**src/common/ebw_consts.vh**
```
// constants for the external bus width configuration block
`ifndef EBW_CONSTS_VH
`define EBW_CONSTS_VH

// register byte addresses (decoded on address bits 31:2 inside the slave)
`define EBW_BWC_ADDR        32'h78100000
`define EBW_IO23_ADDR       32'h78300000
// field positions in the main width register
`define EBW_ROM_LSB         2
`define EBW_SRAM_LSB        4
`define EBW_IO01_LSB        6
`define EBW_IO23_LSB        8
// field position in the separate bank 2/3 register
`define EBW_IO23B_LSB       6
// reset values
`define EBW_BWC_RESET       32'h00000008
`define EBW_ROM_RESET       2'h2
`define EBW_IO23_RESET      32'h00000000
// width codes
`define EBW_W_ABSENT        2'h0
`define EBW_W_8BIT          2'h1
`define EBW_W_16BIT         2'h2
// axi responses
`define EBW_RESP_OKAY       2'h0
`define EBW_RESP_SLVERR     2'h2
`define EBW_RESP_DECERR     2'h3
// region select codes for external accesses
`define EBW_REG_ROM         2'h0
`define EBW_REG_SRAM        2'h1
`define EBW_REG_IO01        2'h2
`define EBW_REG_IO23        2'h3

`endif

```
**src/rtl/ebw_bus_width_regs.v**
```verilog
// bus width configuration registers with axi4-lite slave
//
// The AXI4-Lite slave port is this design's own decision.
`timescale 1ns/1ps
`default_nettype none
`include "ebw_consts.vh"

module ebw_bus_width_regs #(
	parameter SEPARATE_IO23 = 1    // 1: bank 2/3 width in own register
) (
	input  wire        clk,         // system clock
	input  wire        rst_b,       // async reset, active low
	input  wire        ce,          // clock enable, freezes state when low
	// axi4-lite write address
	input  wire [31:0] s_awaddr,
	input  wire        s_awvalid,
	output wire        s_awready,
	// axi4-lite write data
	input  wire [31:0] s_wdata,
	input  wire [3:0]  s_wstrb,
	input  wire        s_wvalid,
	output wire        s_wready,
	// axi4-lite write response
	output reg  [1:0]  s_bresp,
	output reg         s_bvalid,
	input  wire        s_bready,
	// axi4-lite read address
	input  wire [31:0] s_araddr,
	input  wire        s_arvalid,
	output wire        s_arready,
	// axi4-lite read data
	output reg  [31:0] s_rdata,
	output reg  [1:0]  s_rresp,
	output reg         s_rvalid,
	input  wire        s_rready,
	// external access requests from cpu or dma side
	input  wire        accValid,    // one-cycle request
	input  wire        accFromDma,  // 1 = dma
	input  wire [1:0]  accRegion,   // region select
	output wire        accDone,     // answer pulse
	output wire [1:0]  accWidth,    // width code for the access
	output wire        accAbort,    // cpu abort answer
	output wire        accError,    // dma error answer
	// current widths for the bus sequencer
	output wire [1:0]  romWidth,
	output wire [1:0]  sramWidth,
	output wire [1:0]  io01Width,
	output wire [1:0]  io23Width
);
	reg  [1:0]  romReg;            // rom width field
	reg  [1:0]  sramReg;           // sram width field
	reg  [1:0]  io01Reg;           // bank 0/1 width field
	reg  [1:0]  io23Reg;           // bank 2/3 width field
	reg         awHeld;            // write address taken
	reg  [31:0] awAddr;            // held write address
	reg         wHeld;             // write data taken
	reg  [31:0] wData;             // held write data
	reg  [3:0]  wStrb;             // held strobes
	wire        doWrite;           // both halves present
	wire [31:0] bwcView;           // main register readback
	wire [31:0] io23View;          // bank 2/3 register readback

	// true when an address hits the given register word
	function hit;
		input [31:0] a;
		input [31:0] base;
		begin
			hit = (a[31:2] == base[31:2]);
		end
	endfunction

	// readback images; unassigned bits are zero
	assign bwcView = {22'h000000,
		(SEPARATE_IO23 ? 2'h0 : io23Reg),
		io01Reg, sramReg, romReg, 2'h0};
	assign io23View = {24'h000000, (SEPARATE_IO23 ? io23Reg : 2'h0), 6'h00};

	// ready while the half is not yet held and no response pending
	assign s_awready = !awHeld && !s_bvalid;
	assign s_wready  = !wHeld && !s_bvalid;
	assign s_arready = !s_rvalid;
	assign doWrite   = awHeld && wHeld && !s_bvalid;

	// write channel: take address and data in any order
	always @(posedge clk or negedge rst_b) begin
		if (!rst_b) begin
			awHeld   <= 1'b0;
			awAddr   <= 32'h00000000;
			wHeld    <= 1'b0;
			wData    <= 32'h00000000;
			wStrb    <= 4'h0;
			s_bvalid <= 1'b0;
			s_bresp  <= `EBW_RESP_OKAY;
		end else if (ce) begin
			// capture address
			if (s_awvalid && s_awready) begin
				awHeld <= 1'b1;
				awAddr <= s_awaddr;
			end
			// capture data
			if (s_wvalid && s_wready) begin
				wHeld <= 1'b1;
				wData <= s_wdata;
				wStrb <= s_wstrb;
			end
			// perform write and answer
			if (doWrite) begin
				awHeld   <= 1'b0;
				wHeld    <= 1'b0;
				s_bvalid <= 1'b1;
				if (hit(awAddr, `EBW_BWC_ADDR) ||
					(SEPARATE_IO23 && hit(awAddr, `EBW_IO23_ADDR)))
					s_bresp <= `EBW_RESP_OKAY;
				else
					s_bresp <= `EBW_RESP_DECERR;
			end else if (s_bvalid && s_bready) begin
				s_bvalid <= 1'b0;
			end
		end
	end

	// width fields: low byte lane holds assigned bits, plus lane 1 for the bank 2/3 field when SEPARATE_IO23 is 0
	always @(posedge clk or negedge rst_b) begin
		if (!rst_b) begin
			romReg  <= `EBW_ROM_RESET; // rom field of the main reset word
			sramReg <= 2'h0;
			io01Reg <= 2'h0;
			io23Reg <= 2'h0;
		end else if (ce && doWrite) begin
			if (hit(awAddr, `EBW_BWC_ADDR)) begin
				if (wStrb[0]) begin
					romReg  <= wData[`EBW_ROM_LSB +: 2];
					sramReg <= wData[`EBW_SRAM_LSB +: 2];
					io01Reg <= wData[`EBW_IO01_LSB +: 2];
				end
				if (wStrb[1] && !SEPARATE_IO23)
					io23Reg <= wData[`EBW_IO23_LSB +: 2];
			end else if (SEPARATE_IO23 && hit(awAddr, `EBW_IO23_ADDR)) begin
				if (wStrb[0])
					io23Reg <= wData[`EBW_IO23B_LSB +: 2];
			end
		end
	end

	// read channel: one-cycle answer from flops
	always @(posedge clk or negedge rst_b) begin
		if (!rst_b) begin
			s_rvalid <= 1'b0;
			s_rdata  <= 32'h00000000;
			s_rresp  <= `EBW_RESP_OKAY;
		end else if (ce) begin
			if (s_arvalid && s_arready) begin
				s_rvalid <= 1'b1;
				if (hit(s_araddr, `EBW_BWC_ADDR)) begin
					s_rdata <= bwcView;
					s_rresp <= `EBW_RESP_OKAY;
				end else if (SEPARATE_IO23 && hit(s_araddr, `EBW_IO23_ADDR)) begin
					s_rdata <= io23View;
					s_rresp <= `EBW_RESP_OKAY;
				end else begin
					s_rdata <= 32'h00000000;
					s_rresp <= `EBW_RESP_DECERR;
				end
			end else if (s_rvalid && s_rready) begin
				s_rvalid <= 1'b0;
			end
		end
	end

	// widths go straight to the sequencer; effect after write edge
	assign romWidth  = romReg;
	assign sramWidth = sramReg;
	assign io01Width = io01Reg;
	assign io23Width = io23Reg;

	// per-access width lookup and refusal
	ebw_region_check u_check (
		.clk        (clk),
		.rst_b      (rst_b),
		.ce         (ce),
		.reqValid   (accValid),
		.reqFromDma (accFromDma),
		.reqRegion  (accRegion),
		.romWidth   (romReg),
		.sramWidth  (sramReg),
		.io01Width  (io01Reg),
		.io23Width  (io23Reg),
		.rspValid   (accDone),
		.rspWidth   (accWidth),
		.rspAbort   (accAbort),
		.rspError   (accError)
	);
endmodule // ebw_bus_width_regs
`default_nettype wire

```
**src/rtl/ebw_region_check.v**
```verilog
// region access checker: looks up width and decides abort or error
`timescale 1ns/1ps
`default_nettype none
`include "ebw_consts.vh"

module ebw_region_check (
	input  wire       clk,        // system clock
	input  wire       rst_b,      // async reset, active low
	input  wire       ce,         // clock enable
	input  wire       reqValid,   // access request pulse
	input  wire       reqFromDma, // 1 = dma, 0 = cpu
	input  wire [1:0] reqRegion,  // region select
	input  wire [1:0] romWidth,   // current rom width
	input  wire [1:0] sramWidth,  // current sram width
	input  wire [1:0] io01Width,  // current bank 0/1 width
	input  wire [1:0] io23Width,  // current bank 2/3 width
	output reg        rspValid,   // answer pulse
	output reg  [1:0] rspWidth,   // width to use
	output reg        rspAbort,   // cpu abort
	output reg        rspError    // dma error
);
	reg [1:0] selWidth;           // width of the chosen region

	// pick the region's width
	always @* begin
		case (reqRegion)
			`EBW_REG_ROM:  selWidth = romWidth;
			`EBW_REG_SRAM: selWidth = sramWidth;
			`EBW_REG_IO01: selWidth = io01Width;
			default:       selWidth = io23Width;
		endcase
	end

	// register the answer one cycle after the request
	always @(posedge clk or negedge rst_b) begin
		if (!rst_b) begin
			rspValid <= 1'b0;
			rspWidth <= 2'h0;
			rspAbort <= 1'b0;
			rspError <= 1'b0;
		end else if (ce) begin
			rspValid <= reqValid;
			rspWidth <= selWidth;
			// cpu aborts only on absent rom or sram
			rspAbort <= reqValid && !reqFromDma && (selWidth == `EBW_W_ABSENT)
				&& (reqRegion == `EBW_REG_ROM || reqRegion == `EBW_REG_SRAM);
			// dma errors on absent sram or io banks
			rspError <= reqValid && reqFromDma && (selWidth == `EBW_W_ABSENT)
				&& (reqRegion != `EBW_REG_ROM);
		end
	end
endmodule // ebw_region_check
`default_nettype wire
```
**config.mk**
```make
export PLATFORM = sky130hd
export DESIGN_NAME = ebw_bus_width_regs
export DESIGN_NICKNAME = d
export VERILOG_FILES = /design/src/rtl/ebw_bus_width_regs.v /design/src/rtl/ebw_region_check.v
export VERILOG_INCLUDE_DIRS = /design/src /design/src/common
export SDC_FILE = /design/constraint.sdc
export NUM_CORES = 1
export LEC_CHECK = 0
export BUFFER_PORTS_ARGS = -buffer_cell sky130_fd_sc_hd__clkbuf_2
export CORE_MARGIN = 4
export CORE_UTILIZATION = 44
export DETAILED_ROUTE_END_ITERATION = 7
export PLACE_DENSITY = 0.88
export SLEW_MARGIN = 25
export SYNTH_ARGS = -nofsm -noshare
export SYNTH_HDL_FRONTEND = slang
export SYNTH_SLANG_ARGS = --single-unit
```
**constraint.sdc**
```tcl
create_clock -name clk -period 2.4 [get_ports clk]
set_input_delay 0.12 -clock clk [delete_from_list [all_inputs] [get_ports clk]]
set_output_delay 0.12 -clock clk [all_outputs]
set_load 0.01 [all_outputs]
```
==> qor.csv, run 1 <==
metric,value,unit
coreArea,6061,sq um
insertion_delay,320,ps
rows,28,
worst_hold_path_type,input pin to flip-flop,
cap_violations,0,
peakVddDrop,0.6439,mV
syn-cell-area,2820,sq um
final_hold_viol_count,0,
dp_hpwl,4883,microns
nets,445,
cts_tree,done,
p_per_area,929.4,nW/um^2
fin_crit,2048,ps
ys_ff_latch,62,
grt_max_degree,34,
placed_cells,396,
path_class,flip-flop to flip-flop,
synthArstFlopShare,1.000,
die_h,88.06,microns
synth-main-ff-cell,dfrtp_1,
synth_most_common_cell,dfrtp_1,
antenna_found_initial,0,
rsz0062_at_grt,no,
seq_area,1553,sq um
ys_warn_count,0,
yosysSeqAreaShare,0.5506,
die_area,7755,sq um
end_kind,flip-flop,
synth_top_area_frac,0.5413,
cp_top_family,simple AND/OR/NAND/NOR gates,
fin_crit_sh,0.8534,
finalNonFillerCells,413,
cts_setup_buffers,0,
ys_types,33,
diodes,0,
critPathLaunchType,flip-flop,
yosys-top-cells-area,"dfrtp_1 54%, mux2_2 16%, buf_4 7.5%",
wl_per_cell,14.67,microns
gr-total-overflow,0,
h-tree-depth,3,
grt_pass1_vias,2076,
viasPerCell,4.961,
clock_sinks,62,
grt_pass1_wl,9653,microns
setup_violations,0,
drcViolationCount,0,
fmax,488.3,MHz
tightestPinTransition,778.9,ps
port_buffers,106,
path_clk_slew,70,ps
fin_skew,12.01,ps
syn_inst,224,
vias,2049,
critical_path.max_stage_delay,560,ps
pin_count,166,
wirelength,6060,microns
start_util,0.4653,
fp.dieW,88.06,microns
p_leak,0.001785,uW
clk_path_buf_depth,2,
drv_slew,0,
crit_path_cell_trace,nor4_1 > nand4_1 > nor4_4 > mux2_1,
ctsResizeCount,0,
drtAntennaViolNets,0,
grtUsageTotal,0.1639,
crit_fanout,6,
final.setup.tns,0,ps
multi_input_area,1094,sq um
worst-path-buf-inv,0,
layout-drive-gt1-share,0.4941,
gp_congestion,0.7779,
yosys.area.top_type,dfrtp_1,
cts_made_buffers,9,
synth_edf_count,0,
hold_buffers,1,
syn_avg_cell_area,12.59,sq um
max-slew-margin-rel,0.4807,
drt_iter0_markers,64,
clockRootBuffer,clkbuf_8,
synth_common_cells,"61 x dfrtp_1, 39 x mux2_2, 28 x buf_4",
cp.required,2600,ps
areaGrowthSynthToFinish,25.38,%
status,"complete, no violations",
critPathSlowestCell,nor4_4,
arrival,2250,ps
firstDrtPassIters,4,
fillers,532,
==> state kept, by name, summed over array words and instances (netlist names) <==
name / cells
awAddr: 30
awHeld: 1
io01Width: 2
io23Width: 2
romWidth: 2
s_bresp: 1
s_bvalid: 1
s_rdata: 6
s_rresp: 1
s_rvalid: 1
sramWidth: 2
u_check.rspAbort: 1
u_check.rspError: 1
u_check.rspValid: 1
u_check.rspWidth: 2
wData: 6
wHeld: 1
wStrb: 1
==> layer usage <==
metal	up-vias	wire, microns	share of wire	GRT usage
li1	959	-	-	-
met3	8	535	0.088	0.05362
met2	80	2990	0.49	0.2651
met4	0	72	0.012	0.05907
met1	1002	2462	0.41	0.2069
met5	-	0	0	0
==> power by group <==
group	switching (uW)	internal [uW]	total [uW]
Clock	380	536	916
Combinational	309	439	747
Sequential	217	1410	1620
Total	906	2380	3290
==> placed cells by master (no fill, tap or decap), drive strengths merged <==
master       count
a21o             1
and3             1
and3b            3
buf              3
bufinv           1
clkbuf         119
clkinv           1
clkinvlp         1
conb            26
dfrtp           61
dfstp            1
dlygate4sd3      1
inv              5
mux2            47
mux2i            2
mux4             2
nand2           21
nand3            2
nand4            5
nor2             5
nor2b            1
nor3             1
nor4             9
nor4b            2
nor4bb           1
o21a             1
o21ai            4
o22ai            1
o31ai            6
o32ai            1
or3              1
or4              2
==> per-stage QoR <==
step / cell area [sq um] / power (uW) / utilization / hold WS (ps) / setup WS [ps]
global route: 3536 / 3515 / 0.5834 / 3.893 / 193.0
floorplan: 2914 / 2155 / - / -175.6 / 675.3
finish: 3536 / 3286 / 0.5834 / 19.52 / 351.9
global placement: 3324 / 2348 / 0.5485 / 221.1 / 397.6
detailed placement: 3324 / 2405 / 0.5485 / 241.2 / 349.6
CTS: 3536 / 3323 / 0.5834 / 10.57 / 331.1
==> kinds of logic after synthesis <==
logic type	synth area share
compound gates	0.03372
buf+inv	0.09494
flops	0.5506
mux	0.2121
other cells	0.001330
simple gates	0.1074
==> path summary, 6_finish.rpt <==
kind                               from           end  slack (ps)  depth (start not counted)
max                          awAddr[10]  sramWidth[0]         350                          4
min                        s_awaddr[21]    awAddr[21]          20                          3
max reg2reg                  awAddr[10]  sramWidth[0]         350                          4
min reg2reg                  awAddr[31]    awAddr[31]         480                          1
max in group asynchronous         rst_b   romWidth[1]        1270                          3
min in group asynchronous         rst_b     awAddr[5]         420                          2
==> final cells by class <==
cell class	instances	area share
Clock buffer	13	0.04494
Tap cell	75	0.02654
Clock inverter	3	0.01203
Sequential cell	62	0.4391
Inverter	5	0.005308
Timing Repair Buffer	110	0.1628
Multi-Input combinational cell	145	0.3093
==> tightest hold or removal path, cell delays in order <==
cell and delay [ps]:
clkbuf_2 80, nand2_1 40, o21ai_0 60
No activity file was read; power rests on OpenSTA's default activity.
==> run 2: changes to the inputs <==
--- a/config.mk
+++ b/config.mk
@@ -7,10 +7,12 @@
 export NUM_CORES = 1
 export LEC_CHECK = 0
 export BUFFER_PORTS_ARGS = -buffer_cell sky130_fd_sc_hd__clkbuf_2
+export CORE_ASPECT_RATIO = 0.8
 export CORE_MARGIN = 4
-export CORE_UTILIZATION = 44
+export CORE_UTILIZATION = 40
 export DETAILED_ROUTE_END_ITERATION = 7
-export PLACE_DENSITY = 0.88
+export GPL_TIMING_DRIVEN = 0
+export PLACE_DENSITY = 0.81
 export SLEW_MARGIN = 25
 export SYNTH_ARGS = -nofsm -noshare
 export SYNTH_HDL_FRONTEND = slang
==> qor.csv, run 2 (synthesis gave the netlist of run 1 again) <==
metric,value,unit
die_area,8466,sq um
fin_skew,7.099,ps
diodes,0,
p_leak,0.001973,uW
p_per_area,891.2,nW/um^2
r2r-start,awAddr[16],
cts_tree,done,
grtUsageTotal,0.1611,
cts_setup_buffers,0,
peakVddDrop,0.5868,mV
fp.dieW,101.9,microns
fmax,486.1,MHz
clock_sinks,62,
reg.largest.list,"awAddr x30, s_rdata x6, wData x6",
largest-register,awAddr,
fin_crit_sh,0.8572,
die_h,83.10,microns
final_hold_viol_count,0,
drt_iter0_markers,66,
path_class,flip-flop to flip-flop,
coreArea,6858,sq um
ctsResizeCount,0,
worst_hold_path_type,input pin to flip-flop,
grt_max_degree,46,
pin_count,166,
wl_per_cell,14.10,microns
whs,30.13,ps
critPathLaunchType,flip-flop,
end_kind,flip-flop,
areaGrowthSynthToFinish,36.02,%
viasPerCell,4.577,
largest_reg_flops,30,
setup_violations,0,
startpoint,awAddr[16],
fin_crit,2057,ps
cap_violations,0,
crit_fanout,6,
grt_pass1_wl,10710,microns
rsz0062_at_grt,no,
vias,2119,
drv_slew,0,
rows,27,
firstDrtPassIters,4,
gp_congestion,0.7710,
wirelength,6527,microns
placed_cell_area,3571,sq um
r2r_slack,340,ps
dp_hpwl,5248,microns
clk_path_buf_depth,2,
clockRootBuffer,clkbuf_8,
drtAntennaViolNets,0,
r2r-end,sramWidth[1],
cts_made_buffers,9,
layout-drive-gt1-share,0.5213,
setup.worst_path.end,sramWidth[1],
hold_buffers,3,
nets,483,
final_area,3836,sq um
grt_pass1_vias,2197,
insertion_delay,320,ps
final_common_cell,clkbuf_2,
h-tree-depth,3,
drcViolationCount,0,
path_clk_slew,70,ps
arrival,2260,ps
layout_common_cells,"104 x clkbuf_2, 61 x dfrtp_1, 39 x mux2_2",
status,"complete, no violations",
start_util,0.4112,
antenna_found_initial,0,
cp.required,2600,ps
fillers,610,
reg2reg_depth,4,
gr-total-overflow,0,
port_buffers,105,
final.setup.tns,0,ps
fin_util,0.5594,
run 2: cell count changes in the layout (fill, tap and decap cells not counted), sizes merged:
cell / delta
bufinv: +1
clkbuf: +2
dlygate4sd3: +4
buf: +31
clkinv: +1
clkinvlp: -1
run 2: stage by stage:
step,setup WS [ps],std cells,total power [uW]
2_1_floorplan,675.3,249,2155
3_3_place_gp,383.5,441,2393
3_5_place_dp,314.7,442,2452
4_1_cts,310.7,461,3463
5_1_grt,195.7,463,3652
6_report,342.8,463,3419
run 2: layer usage:
| metal | GRT usage | vias up | part of all wire |
|---|---|---|---|
| li1 | - | 1040 | - |
| met1 | 0.2053 | 1005 | 0.42 |
| met2 | 0.2643 | 70 | 0.51 |
| met3 | 0.05877 | 4 | 0.068 |
| met4 | 0.03218 | 0 | 0.0043 |
| met5 | 0 | - | 0 |
run 2: how the worst min path moves through the flow:
stage / end / from / depth (start not counted) / slack, ps
2_1_floorplan: awAddr[10] / rst_b / 0 / -180
3_3_place_gp: u_check.rspAbort / accFromDma / 2 / 330
3_5_place_dp: awAddr[19] / rst_b / 1 / 40
4_1_cts: awAddr[31] / s_awaddr[31] / 2 / 4
5_1_grt: awAddr[5] / s_awaddr[5] / 2 / 6
6_report: awAddr[11] / s_awaddr[11] / 2 / 30
run 2: power breakdown:
group          leakage [uW]  switching, uW  internal (uW)
combinational       0.00110            321            482
sequential         0.000767            218           1410
clock              0.000110            381            611
run 2: final cells by class:
type                    instances  area (sq um)  area share
flip-flops and latches         62          1553      0.4048
multi-input cells             145          1094      0.2851
repair buffers                111         598.1      0.1559
plain buffers                  37         249.0     0.06491
clock buffers                  12         145.1     0.03783
well taps                      87         108.9     0.02838
clock inverters                 4         70.07     0.01826
inverters                       5         18.77    0.004892
run 2: worst max-delay path: stages, from the launching register on:
cell     delay, ps
dfrtp_1        390
nor4_1         370
nand4_1        300
nor4_4         510
mux2_1         380
==> run 3: changes to the inputs <==
--- a/config.mk
+++ b/config.mk
@@ -7,12 +7,14 @@
 export NUM_CORES = 1
 export LEC_CHECK = 0
 export BUFFER_PORTS_ARGS = -buffer_cell sky130_fd_sc_hd__clkbuf_2
+export CELL_PAD_IN_SITES_DETAIL_PLACEMENT = 0
+export CELL_PAD_IN_SITES_GLOBAL_PLACEMENT = 1
 export CORE_ASPECT_RATIO = 0.8
 export CORE_MARGIN = 4
-export CORE_UTILIZATION = 40
+export CORE_UTILIZATION = 32
 export DETAILED_ROUTE_END_ITERATION = 7
 export GPL_TIMING_DRIVEN = 0
-export PLACE_DENSITY = 0.81
+export PLACE_DENSITY = 0.86
 export SLEW_MARGIN = 25
 export SYNTH_ARGS = -nofsm -noshare
 export SYNTH_HDL_FRONTEND = slang
==> qor.csv, run 3 (synthesis gave the netlist of run 1 again) <==
metric,value,unit
p_leak,0.002024,uW
reg2reg_depth,4,
power_frac_comb,0.243,
grt_max_degree,43,
r2r_slack,360,ps
wl_per_cell,13.39,microns
layout_common_cells,"104 x clkbuf_2, 61 x dfrtp_1, 39 x mux2_2",
fp.dieW,113.0,microns
critPathLaunchType,flip-flop,
path_class,flip-flop to flip-flop,
die_area,10390,sq um
swShare,0.2822,
fin_skew,12.17,ps
insertion_delay,340,ps
die_h,91.97,microns
r2r-end,sramWidth[0],
start_util,0.3310,
grt_pass1_vias,2242,
rsz0062_at_grt,no,
hold_path_depth,2,
viasPerCell,4.313,
fin_crit,2036,ps
arrival,2250,ps
final.setup.tns,0,ps
clock_power_share,0.275,
antenna_found_initial,0,
power_frac_seq,0.481,
fmax,491.1,MHz
setup_violations,0,
drv_slew,0,
holdPathEnd,awAddr[2],
reg.largest.list,"awAddr x30, s_rdata x6, wData x6",
fin_crit_sh,0.8485,
nets,497,
firstDrtPassIters,4,
grtUsageTotal,0.1345,
status,"complete, no violations",
cts_tree,done,
largest-register,awAddr,
max-slew-margin-rel,0.6486,
diodes,0,
end_kind,flip-flop,
crit_fanout,6,
coreArea,8521,sq um
worst_hold_path_type,input pin to flip-flop,
drcViolationCount,0,
internal_power,2414,uW
tightestPinTransition,523.1,ps
final_hold_viol_count,0,
clock_sinks,62,
gr-total-overflow,0,
cts_made_buffers,9,
areaGrowthSynthToFinish,41.79,%
worstHoldStart,s_awaddr[2],
wirelength,6721,microns
r2r-start,awAddr[3],
clockRootBuffer,clkbuf_8,
placed_cells,467,
cp.required,2620,ps
rows,30,
drtAntennaViolNets,0,
ctsResizeCount,0,
final_common_cell,clkbuf_2,
gp_congestion,0.7421,
path_clk_slew,80,ps
finalNonFillerCells,502,
p_per_area,841.2,nW/um^2
clk_path_buf_depth,2,
layout-drive-gt1-share,0.5077,
pin_count,166,
switching_power,949.3,uW
vias,2165,
cap_violations,0,
largest_reg_flops,30,
port_buffers,105,
drt_iter0_markers,68,
h-tree-depth,3,
dp_hpwl,5412,microns
peakVddDrop,0.4319,mV
grt_pass1_wl,11050,microns
run 3: changes by cell type in the layout (fill, tap and decap cells not counted), sizes merged:
cell         before  now
bufinv            2    1
clkbuf          121  119
clkinv            2    3
clkinvlp          0    1
dlygate4sd3       5   19
inv               5    6
run 3: power by group through the flow:
stage	combinational, uW	clock, uW	sequential (uW)
floorplan	571	0	1580
global placement	773	0	1630
detailed placement	805	0	1640
CTS	834	965	1620
global route	916	1010	1670
finish	819	926	1620
run 3: worst max-delay path, cell delays in order, from the launching register on:
cell	delay, ps
dfrtp_1	390
nor4_1	310
nand4_1	270
nor4_4	570
mux2_1	380
run 3: how the worst max path moves through the flow:
stage                    start           end  slack (ps)  cells after the start
global route         awAddr[3]  io23Width[1]         160                      4
detailed placement  awAddr[17]  sramWidth[0]         340                      4
CTS                  awAddr[3]  io23Width[0]         320                      4
floorplan            awAddr[3]  io01Width[0]         680                      4
finish               awAddr[3]  sramWidth[0]         360                      4
global placement    awAddr[17]  io23Width[1]         330                      4
run 3: layout make-up:
cell class	count	area [sq um]
plain buffers	37	249.0
clock buffers	10	137.6
clock inverters	6	68.82
fillers	826	4522
inverters	5	18.77
multi-input cells	145	1094
flip-flops and latches	62	1553
well taps	112	140.1
repair buffers	125	738.2
run 3: timing repair:
item | 4_1_cts | 5_1_grt
hold buffers | 19 | 0
endpoints found under the hold margin | 38 | 0
setup buffers | 0 | 0
setup endpoints to repair | 0 | 0
run 3: per-stage QoR:
stage	hold slack, ps	instance area (sq um)	utilization	total power (uW)	worst slack, ps
4_1_cts	0.3624	3999	0.4693	3422	319.0
3_3_place_gp	328.4	3580	0.4201	2402	326.7
5_1_grt	2.732	3999	0.4693	3595	162.8
3_5_place_dp	61.38	3602	0.4228	2448	339.2
6_report	15.41	3999	0.4693	3364	363.6
2_1_floorplan	-175.6	2914	-	2155	675.3
run 3: layer usage:
| metal | GRT usage | vias to the layer above | part of all wire |
|---|---|---|---|
| met4 | 0.03604 | 0 | 0.011 |
| met1 | 0.1696 | 1024 | 0.43 |
| met2 | 0.2170 | 61 | 0.49 |
| met3 | 0.05079 | 9 | 0.067 |
| li1 | - | 1071 | - |
| met5 | 0 | - | 0 |
